## config.mk

```make
export PLATFORM = sky130hd
export DESIGN_NAME = mcs_mac_control
export DESIGN_NICKNAME = d
export VERILOG_FILES = /design/src/logic/mcs_pkg.sv /design/src/logic/mcs_shifter.sv /design/src/logic/mcs_mac_control.sv
export SDC_FILE = /design/constraint.sdc
export NUM_CORES = 1
export LEC_CHECK = 0
export BUFFER_PORTS_ARGS = -buffer_cell sky130_fd_sc_hd__buf_2
export CORE_ASPECT_RATIO = 0.6
export CORE_MARGIN = 2
export CORE_UTILIZATION = 55
export CTS_BUF_LIST = sky130_fd_sc_hd__clkbuf_16
export DETAILED_ROUTE_END_ITERATION = 8
export PLACE_DENSITY = 0.8
export REMOVE_ABC_BUFFERS = 1
export SETUP_SLACK_MARGIN = 0.1
export SLEW_MARGIN = 20
export SYNTH_ARGS = -nofsm -noshare
export SYNTH_HDL_FRONTEND = slang
export SYNTH_SLANG_ARGS = --single-unit
```

## constraint.sdc

```tcl
create_clock -name core_clk -period 3.85 [get_ports core_clk]
set_input_delay 0.1925 -clock core_clk [delete_from_list [all_inputs] [get_ports core_clk]]
set_output_delay 0.1925 -clock core_clk [all_outputs]
set_load 0.05 [all_outputs]
```

## src/logic/mcs_pkg.sv

```systemverilog
// Package: register map, field layout and sizes of the MAC control block
package mcs_pkg;

  // ==========================================================
  // Sizes
  // ==========================================================
  localparam int ACC_W     = 40;
  localparam int BYTE_W    = 8;
  localparam int ACC_BYTES = 5;
  localparam int ADDR_W    = 12;
  localparam int IDX_W     = 10;
  localparam int DATA_W    = 32;
  localparam int SHIFT_W   = 3;
  localparam int IRQ_W     = 2;

  // ==========================================================
  // Register indices (byte address is four times the index)
  // ==========================================================
  localparam logic [IDX_W-1:0] IDX_CTRL    = 10'h0E7;
  localparam logic [IDX_W-1:0] IDX_ACC0    = 10'h0E8;
  localparam logic [IDX_W-1:0] IDX_ACC4    = 10'h0EC;
  localparam logic [IDX_W-1:0] IDX_IRQ_ST  = 10'h0F0;
  localparam logic [IDX_W-1:0] IDX_IRQ_EN  = 10'h0F1;
  localparam logic [IDX_W-1:0] IDX_IRQ_CLR = 10'h0F2;

  // ==========================================================
  // Control register fields
  // ==========================================================
  localparam int CTRL_IE_BIT   = 7;
  localparam int CTRL_FILL_BIT = 6;
  localparam int OUT_SH_LSB    = 3;
  localparam int IN_SH_LSB     = 0;
  localparam logic [BYTE_W-1:0] CTRL_RESET = 8'h00;

  // ==========================================================
  // Interrupt status bits and reset values
  // ==========================================================
  localparam int IRQ_DONE_IE  = 0;
  localparam int IRQ_DONE_ANY = 1;
  localparam logic [IRQ_W-1:0] IRQ_EN_RESET = 2'h1;
  localparam logic [IRQ_W-1:0] IRQ_ST_RESET = 2'h0;

endpackage : mcs_pkg

```

## src/logic/mcs_shifter.sv

```systemverilog
// Shift network: signed read view and filled write view of the accumulator
`timescale 1ns/1ps

module mcs_shifter
#(
  parameter int ACC_W   = mcs_pkg::ACC_W,
  parameter int SHIFT_W = mcs_pkg::SHIFT_W
)
(
  input  wire logic [ACC_W-1:0]   accValue,
  input  wire logic [SHIFT_W-1:0] outShift,
  input  wire logic [ACC_W-1:0]   stageValue,
  input  wire logic [SHIFT_W-1:0] inShift,
  input  wire logic               fill,
  output logic      [ACC_W-1:0]   readView,
  output logic      [ACC_W-1:0]   writeView
);

  logic [ACC_W-1:0] fillMask;

  // ==========================================================
  // Read side
  // ==========================================================
  // Arithmetic shift copies bit 39 into every vacated top bit
  always_comb
  begin
    readView = ACC_W'($signed(accValue) >>> outShift); // RULE_05 RULE_06
  end

  // ==========================================================
  // Write side
  // ==========================================================
  // Low bits vacated by the shift all take the fill level
  always_comb
  begin
    fillMask  = ACC_W'((ACC_W'(1) << inShift) - ACC_W'(1));
    writeView = (stageValue << inShift)
              | (fill ? fillMask : '0); // RULE_04 RULE_07 RULE_08
  end

endmodule : mcs_shifter

```

## src/logic/mcs_mac_control.sv

```systemverilog
// MAC control register, shifted accumulator access and done interrupt
//
// Added by the designer: the Avalon-MM register port.
`timescale 1ns/1ps

// Behaviour
// (RULE_01) Any control register write zeroes all 40 accumulator bits.
// (RULE_02) Enable bit 7 set: raise interrupt request when calculation done.
// (RULE_03) Enable bit is captured for the calculation being set up.
// (RULE_04) Fill bit 6 supplies every low bit vacated by a write shift.
// (RULE_05) Read shift 000 returns accumulator bytes unshifted.
// (RULE_06) Read shift N returns accumulator shifted right N, sign-filled.
// (RULE_07) Write shift 000 stores the written 40-bit value unshifted.
// (RULE_08) Write shift N stores value shifted left N, low bits filled.
// (RULE_09) Accumulator is five byte registers, lowest offset holds bits 7:0.
// (RULE_10) Read shift changes only returned data, never stored contents.
module mcs_mac_control
(
  input  wire logic                         core_clk,
  input  wire logic                         nrst,
  input  wire logic [mcs_pkg::ADDR_W-1:0]   address,
  input  wire logic                         read,
  input  wire logic                         write,
  input  wire logic [mcs_pkg::DATA_W-1:0]   writedata,
  output logic      [mcs_pkg::DATA_W-1:0]   readdata,
  output logic                              waitrequest,
  input  wire logic                         calcDone,
  input  wire logic                         engineLoad,
  input  wire logic [mcs_pkg::ACC_W-1:0]    engineAcc,
  output logic      [mcs_pkg::ACC_W-1:0]    accumulator,
  output logic                              calcIrqEnable,
  output logic                              irq
);

  // ==========================================================
  // Declarations
  // ==========================================================
  localparam int AW = mcs_pkg::ACC_W;
  localparam int BW = mcs_pkg::BYTE_W;
  localparam int NB = mcs_pkg::ACC_BYTES;
  localparam int IW = mcs_pkg::IDX_W;
  localparam int SW = mcs_pkg::SHIFT_W;
  localparam int QW = mcs_pkg::IRQ_W;

  logic [BW-1:0] macControl;
  logic [BW-1:0] stage [NB-1];
  logic [AW-1:0] stageFull;
  logic [AW-1:0] readView;
  logic [AW-1:0] writeView;
  logic [QW-1:0] irqStatus;
  logic [QW-1:0] irqEnable;
  logic [IW-1:0] regIdx;
  logic          served;
  logic          request;
  logic          wrTake;
  logic          ctrlWrite;
  logic          accCommit;
  logic          clrWrite;
  logic [SW-1:0] outShift;
  logic [SW-1:0] inShift;
  logic          fill;
  logic [QW-1:0] next_status;
  logic [QW-1:0] next_enable;
  logic [mcs_pkg::DATA_W-1:0] next_readdata;

  // ==========================================================
  // Decode helpers
  // ==========================================================
  // Accumulator byte window check, used by read and write paths
  function automatic logic isAccByte(input logic [IW-1:0] idx);
    isAccByte = (idx >= mcs_pkg::IDX_ACC0)
             && (idx <= mcs_pkg::IDX_ACC4);
  endfunction : isAccByte

  // Byte number inside the accumulator, lowest offset first
  function automatic logic [2:0] accByteNum(input logic [IW-1:0] idx);
    logic [IW-1:0] diff;
    diff       = idx - mcs_pkg::IDX_ACC0;
    accByteNum = diff[2:0];
  endfunction : accByteNum

  // ==========================================================
  // Field views of the control register
  // ==========================================================
  assign outShift = macControl[mcs_pkg::OUT_SH_LSB +: SW];
  assign inShift  = macControl[mcs_pkg::IN_SH_LSB +: SW];
  assign fill     = macControl[mcs_pkg::CTRL_FILL_BIT];
  assign regIdx   = address[mcs_pkg::ADDR_W-1:2];

  // ==========================================================
  // Avalon-MM handshake
  // ==========================================================
  // One wait state: the request is decoded in the first cycle,
  // answered in the second, so read data come from a flip-flop
  assign request     = read || write;
  assign waitrequest = request && !served;
  assign wrTake      = write && served;
  assign ctrlWrite   = wrTake && (regIdx == mcs_pkg::IDX_CTRL);
  assign accCommit   = wrTake && (regIdx == mcs_pkg::IDX_ACC4);
  assign clrWrite    = wrTake && (regIdx == mcs_pkg::IDX_IRQ_CLR);

  // Served flag pulses for the single answering cycle
  always_ff @(posedge core_clk or negedge nrst)
  begin
    if (!nrst)
      served <= 1'b0;
    else
      served <= request && !served;
  end

  // ==========================================================
  // Control register
  // ==========================================================
  // Plain read/write byte, steering shifts, fill and enable
  always_ff @(posedge core_clk or negedge nrst)
  begin
    if (!nrst)
      macControl <= mcs_pkg::CTRL_RESET;
    else if (ctrlWrite)
      macControl <= writedata[BW-1:0];
  end

  // Enable latched per calculation; later engine work keeps it
  always_ff @(posedge core_clk or negedge nrst)
  begin
    if (!nrst)
      calcIrqEnable <= 1'b0;
    else if (ctrlWrite)
      calcIrqEnable <= writedata[mcs_pkg::CTRL_IE_BIT]; // RULE_03
  end

  // ==========================================================
  // Write staging of the lower accumulator bytes
  // ==========================================================
  // Bytes 0 to 3 wait here so the shift sees one 40-bit value,
  // committed by the write of the top byte
  generate
    for (genvar b = 0; b < NB - 1; b++)
    begin : g_stage
      always_ff @(posedge core_clk or negedge nrst)
      begin
        if (!nrst)
          stage[b] <= '0;
        else if (wrTake && isAccByte(regIdx)
                 && accByteNum(regIdx) == 3'(b))
          stage[b] <= writedata[BW-1:0]; // RULE_09
      end
    end
  endgenerate

  // Top byte joins the staged bytes in the commit cycle
  assign stageFull = {writedata[BW-1:0], stage[3], stage[2],
                      stage[1], stage[0]}; // RULE_09

  // ==========================================================
  // Shift network
  // ==========================================================
  mcs_shifter
  #(
    .ACC_W   (AW),
    .SHIFT_W (SW)
  )
  u_shifter
  (
    .accValue   (accumulator),
    .outShift   (outShift),
    .stageValue (stageFull),
    .inShift    (inShift),
    .fill       (fill),
    .readView   (readView),
    .writeView  (writeView)
  );

  // ==========================================================
  // Accumulator
  // ==========================================================
  // Control write beats the CPU commit, which beats the engine;
  // reads never touch it, the shift lives only in the read view
  always_ff @(posedge core_clk or negedge nrst)
  begin
    if (!nrst)
      accumulator <= '0;
    else if (ctrlWrite)
      accumulator <= '0; // RULE_01
    else if (accCommit)
      accumulator <= writeView; // RULE_07 RULE_08
    else if (engineLoad)
      accumulator <= engineAcc; // RULE_10
  end

  // ==========================================================
  // Interrupt status, enable and clear
  // ==========================================================
  // Hardware set wins over a clear in the same cycle
  always_comb
  begin
    next_status = irqStatus;
    if (clrWrite)
      next_status = next_status & ~writedata[QW-1:0];
    if (calcDone && calcIrqEnable)
      next_status[mcs_pkg::IRQ_DONE_IE] = 1'b1; // RULE_02
    if (calcDone)
      next_status[mcs_pkg::IRQ_DONE_ANY] = 1'b1;
  end

  always_ff @(posedge core_clk or negedge nrst)
  begin
    if (!nrst)
      irqStatus <= mcs_pkg::IRQ_ST_RESET;
    else
      irqStatus <= next_status;
  end

  // Next enable seen by the line too, so an enable write acts at once
  always_comb
  begin
    next_enable = irqEnable;
    if (wrTake && regIdx == mcs_pkg::IDX_IRQ_EN)
      next_enable = writedata[QW-1:0];
  end

  // Enable resets with the done bit open so bit 7 alone suffices
  always_ff @(posedge core_clk or negedge nrst)
  begin
    if (!nrst)
      irqEnable <= mcs_pkg::IRQ_EN_RESET;
    else
      irqEnable <= next_enable;
  end

  // Level request while any enabled status bit stands
  always_ff @(posedge core_clk or negedge nrst)
  begin
    if (!nrst)
      irq <= 1'b0;
    else
      irq <= |(next_status & next_enable); // RULE_02
  end

  // ==========================================================
  // Read data
  // ==========================================================
  // Unmapped and write-only offsets read as zero
  always_comb
  begin
    next_readdata = '0;
    if (isAccByte(regIdx))
      next_readdata[BW-1:0] =
        readView[accByteNum(regIdx)*BW +: BW]; // RULE_05 RULE_06
    else if (regIdx == mcs_pkg::IDX_CTRL)
      next_readdata[BW-1:0] = macControl;
    else if (regIdx == mcs_pkg::IDX_IRQ_ST)
      next_readdata[QW-1:0] = irqStatus;
    else if (regIdx == mcs_pkg::IDX_IRQ_EN)
      next_readdata[QW-1:0] = irqEnable;
  end

  // Captured in the decode cycle, stands through the answer
  always_ff @(posedge core_clk or negedge nrst)
  begin
    if (!nrst)
      readdata <= '0;
    else if (read && !served)
      readdata <= next_readdata;
  end
endmodule : mcs_mac_control

```

### Word level (Yosys, flattened, before mapping)

Cells that the tools add are included.

| word-level totals | value |
|---|---|
| flip-flop bits (word level) | 95 |
| input bits | 90 |
| output and inout port bits | 75 |
| logic and storage cells | 64 |

| operators by class | value |
|---|---|
| add/subtract/negate cells | 2 |
| $lt $le $gt $ge | 2 |
| equal/unequal tests | 8 |
| shift operators | 4 |
| mux-type cells | 13 |
| bitwise logic cells | 4 |
| reductions and logical operators | 19 |

Operators by type and width:

| cell | count |
|---|---|
| $mux W40 | 4 |
| $eq A10 B8 Y1 const B | 5 |
| $or A40 B40 Y40 | 1 |
| $shiftx A40 B7 Y8 | 1 |
| $shl A1 B3 Y40 const A | 1 |
| $shl A40 B3 Y40 | 1 |
| $sshr A40 B3 Y40 | 1 |
| $sub A40 B2 Y40 const B | 1 |
| $logic_and A1 B1 Y1 | 14 |
| $ge A10 B8 Y1 const B | 1 |
| $le A10 B8 Y1 const B | 1 |
| $mux W2 | 5 |
| $mux W8 | 1 |
| $eq A3 B2 Y1 const B | 2 |
| $mux W6 | 1 |
| $and A2 B2 Y2 | 2 |
| $eq A3 B1 Y1 const B | 1 |
| $logic_not A3 Y1 | 1 |
| $reduce_bool A3 Y1 | 1 |
| $sub A3 B1 Y3 const B | 1 |
| $mux W1 | 2 |
| $not A2 Y2 | 1 |
| $reduce_or A2 Y1 | 1 |
| $logic_not A1 Y1 | 1 |
| $logic_or A1 B1 Y1 | 1 |

### Logic depth before layout (Yosys ltp)

| depth | value |
|---|---|
| depth in word-level cells | 6 |
| mapped depth | 11 |
| mapped depth without buffers | 8 |

### Hierarchy

A second synthesis with hierarchy kept.

| unflattened totals | value |
|---|---|
| cells, all modules | 764 |
| area total of the unflattened synthesis | 7686.1 µm² |

Modules (own cells, without submodules):

| module | times used | cells an instance | area an instance (µm²) | seq. area each (µm²) |
|---|---|---|---|---|
| mcs_mac_control | 1 | 417 | 4707.0 | 2353.5 |
| mcs_shifter | 1 | 347 | 2979.1 | 0.0 |

### Worst setup path after synthesis

OpenSTA, ideal clock, no wires.

| path | value |
|---|---|
| kind | register -> register |
| start | register macControl[0] |
| end | register accumulator[4] (netlist name) |
| setup time | 130 ps |
| arrival | 2152 ps |
| required time | 3720 ps |
| setup slack | 1568 ps |
| stages on the path, launching flop included | 11 |
| path buffers | 4 |
| clock period less this slack | 2282 ps |
| cell sequence | dfrtp_1 -> buf_2 -> buf_2 -> clkbuf_1 -> nand2_1 -> ha_1 -> buf_1 -> a21oi_1 -> o21ai_0 -> a2111oi_2 -> o31ai_1 |

| between the ends | value |
|---|---|
| cells in the longest elaborated chain, start to end | 6 |
| elaborated cells on any way between the ends | 7 |
| classes of those cells | 1 x add/sub; 2 x shift; 3 x mux; 1 x bitwise |

RTL lines:

| element | RTL line | source |
|---|---|---|
| from (decl) | mcs_mac_control.sv:45 | `logic [BW-1:0] macControl;` |
| from (signal assigned) | mcs_mac_control.sv:118 | `macControl <= mcs_pkg::CTRL_RESET;` |
| from (signal assigned) | mcs_mac_control.sv:120 | `macControl <= writedata[BW-1:0];` |
| $shl A1 B3 Y40 | mcs_shifter.sv:36 | `fillMask = ACC_W'((ACC_W'(1) << inShift) - ACC_W'(1));` |
| $sub A40 B2 Y40 | mcs_shifter.sv:36 |  |
| $mux W40 | mcs_shifter.sv:38 | `\| (fill ? fillMask : '0);` |
| $or A40 B40 Y40 * | mcs_shifter.sv:38 |  |
| $mux W40 * | mcs_mac_control.sv:185 | `else if (accCommit)` |
| $mux W40 * | mcs_mac_control.sv:183 | `else if (ctrlWrite)` |
| to (signal assigned) | mcs_mac_control.sv:186 | `accumulator <= writeView;` |
| to (signal assigned) | mcs_mac_control.sv:188 | `accumulator <= engineAcc;` |
| to (decl) | mcs_mac_control.sv:30 | `output logic [mcs_pkg::ACC_W-1:0] accumulator,` |

Mark *: on every way between the ends. The rest lies on a longest branch, timed or not.
A chain may end at the register's enable or synchronous reset.

### Worst setup path in the final report

| path | value |
|---|---|
| start | register macControl[0] |
| end | register accumulator[30] (netlist name) |

Same word-level chain as after synthesis.

==> flow_summary.yaml <==
sta:
  final-setup-viol-count: 0
  finClkSkew_ns: 0.00817
  tns_ns: 0
  max_freq_mhz: 374
  finalHoldWorstSlack_ns: -0.0274
  finalCritPeriodShare: 0.695
  finalHoldViolCount: 66
  finalCriticalPeriod_ns: 2.67
  worst_pin_slew_ns: 0.900
  drv_slew: 0
  rsz0062_at_grt: "false"
  maxSlewHeadroom: 0.392
place:
  placed_cell_area_um2: 8120
  place_congestion: 0.941
  port_buffers: 114
  dp_hpwl_mm: 16.6
global_route:
  grt_pass1_wl_mm: 36.3
  gr-usage-met3: 0.0923
  use_met1: 0.497
  grt_usage: 0.323
  use_met2: 0.452
  grt.busiest_layer: "met1"
  grt_max_degree: 70
  antenna_found_initial: 0
  grt_pass1_vias: 6292
  gr-total-overflow: 0
worst_setup_path:
  start_kind: "flip-flop"
  path_max_fanout: 15
  cp_slowest_cell: "dfrtp_2"
  critPathKind: "reg -> reg"
  required_ns: 4.06
  endpoint_kind: "flip-flop"
  crit_buf_inv: 0
  crit_chain: "or3_1 > ha_1 > nand3_1 > nand2_1 > a211oi_1 > o31ai_1"
  slowest_delay_ns: 0.52
  crit_arrival_ns: 2.89
  cpLargestDelayFamily: "simple AND/OR/NAND/NOR gates"
pwr:
  p_per_area_nw_per_um2: 305
  switchingPower_mw: 0.903
  power_frac_comb: 0.227
  p_seq_frac: 0.435
  power.internal_mw: 1.65
  clockPowerShare: 0.338
  p_leak_nw: 3.47
  vdd_drop_max_mv: 0.254
  switching_share: 0.353
cells_and_area:
  drive_above_1_share: 0.358
  fill_cells: 1148
  finalNetCount: 902
  multi_input_area_um2: 4840
  final_area_um2: 8400
  antennaDiodeCount: 0
  areaGrowthSynthToFinish_pct: 9.72
  regArea_um2: 2360
clock_tree:
  clock_sinks: 94
  clkSlewWorstSetupHoldPaths_ns: 0.07
  postCtsResizedCells: 0
  cts_tree: "yes"
  numCtsBuffers: 9
  cts-root-buf: "clkbuf_16"
  post-cts-setup-buffer-count: 0
  htree_levels: 3
  clock_latency_ns: 0.35
  cts_max_path_buffers: 2
  holdBufCountCts: 0
flow_run:
  cap_violations: 0
synth:
  synth_area_um2: 7660
  yosys.area.top_type: "dfrtp_1"
  synth_cell_types: 74
  synth_ff_type: "dfrtp_1"
  synthArstFlopShare: 1.00
  synth_top_area_share: 0.304
  synth.avg_cell_area_um2: 10.3
  synth_edf_count: 0
  synthCells: 741
  ys_seq_area_frac: 0.307
  yosys_warnings: 0
  ys_top_cells_by_area: "dfrtp_1 (30%), mux4_2 (19%), mux2_2 (8.1%), nand2_1 (4.2%), mux2i_1 (3.9%)"
  ys_ff_latch: 94
detailed_routing:
  drc: 0
  drtIter0Drc: 917
  firstDrtPassIters: 5
  wl_per_cell_um: 23.5
  wl_mm: 23.3
  antenna_left: 0
  vias_per_cell: 6.90
  dr_total_vias: 6827
floorplan:
  dieArea_um2: 14900
  die_h_um: 95.4
  start_util: 0.562
  std_cell_rows: 33
  core_um2: 13600
  ioPinCount: 165
  die_w_um: 156
run_status:
  violations: "hold timing"
  status: "finished, violations left"
worst_hold_path:
  hold_path_class: "in -> async"
-- final timing paths --
path / start / endpoint / slack (ns) / cells after the start
setup / recovery: macControl[0] / accumulator[30] / 1.18 / 6
hold / removal: nrst / accumulator[4] / -0.03 / 1
setup reg to reg: macControl[0] / accumulator[30] / 1.18 / 6
hold reg to reg: served / served / 0.48 / 1
max in group asynchronous: nrst / stage[4] / 2.99 / 2
min in group core_clk: calcDone / irqStatus[1] / 0.09 / 2
-- cell type report --
cell class              instances  area share
clock buffers                   9      0.0268
well taps                     175      0.0261
clock inverters                 7     0.00626
flip-flops and latches         94       0.281
inverters                      10     0.00447
repair buffers                127      0.0798
multi-input cells             568       0.576
-- Yosys cell counts, types with 5 or more instances --
library cell  instances
dfrtp_1              93
nand3_1               6
a211oi_1             16
buf_4                30
a21o_1                8
mux2_2               55
clkbuf_1             31
nand2b_1             10
buf_1                 8
a32oi_1               5
and2_1                8
a22oi_1               6
inv_1                10
mux4_2               65
buf_2                18
mux2i_1              30
o21ai_1              12
o211ai_1              5
o22ai_1              13
nor2_1               52
o31ai_1              22
a21oi_2               8
nor3_1               10
o21ai_0              17
nand2_1              86
a21oi_1              28
-- power by group through the flow --
stage / sequential (mW) / combinational [mW] / clock [mW]
CTS: 1.11 / 0.575 / 0.869
floorplan: 1.24 / 0.255 / 0
finish: 1.11 / 0.581 / 0.865
global placement: 1.13 / 0.568 / 0
detailed placement: 1.13 / 0.574 / 0
global route: 1.12 / 0.615 / 0.901
-- placed cells by master (no fill, tap or decap), types with 10 or more instances in the layout --
master	instances
o31ai_1	22
nand2_1	86
conb_1	24
inv_1	12
mux2i_1	30
mux4_2	65
o21ai_1	11
a21oi_1	27
o21ai_0	17
buf_4	14
nand2b_1	10
buf_2	113
a211oi_1	16
o22ai_1	13
nor3_1	10
mux2_2	55
dfrtp_1	89
nor2_1	52
-- layer usage --
metal / share of wire / vias up
met3: 0.13 / 44
met5: 0 / -
li1: - / 2937
met2: 0.41 / 491
met1: 0.44 / 3355
met4: 0.018 / 0
-- kinds of logic (layout without fill, tap and decap cells) --
family / Yosys count / in the layout / synth area share
AO/OA/AOI/OAI: 178 / 178 / 0.166
XOR/XNOR: 1 / 1 / 0.00114
adder cells (fa/ha/maj): 2 / 2 / 0.00327
buffers and inverters: 102 / 153 / 0.0731
flip-flops: 94 / 94 / 0.307
multiplexers: 152 / 152 / 0.314
other: 1 / 24 / 0.000490
AND/OR/NAND/NOR: 211 / 211 / 0.135
-- through the flow --
step	util	hold WS [ns]	setup slack [ns]	power, mW	std cells
final	0.617	-0.0274	1.18	2.56	990
after global routing	0.617	0.0531	0.948	2.64	990
after global placement	0.596	0.376	1.11	1.69	974
after detailed placement	0.596	0.379	1.10	1.70	974
after CTS	0.617	0.00977	1.19	2.55	990
after floorplan	-	-0.103	0.568	1.49	672
-- registers in the layout (all words and copies together), names as in the netlist --
signal,cells
irqStatus,2
macControl,8
stage,32
irq,1
accumulator,40
served,1
irqEnable,2
readdata,8
No activity file was read; power rests on OpenSTA's default activity.
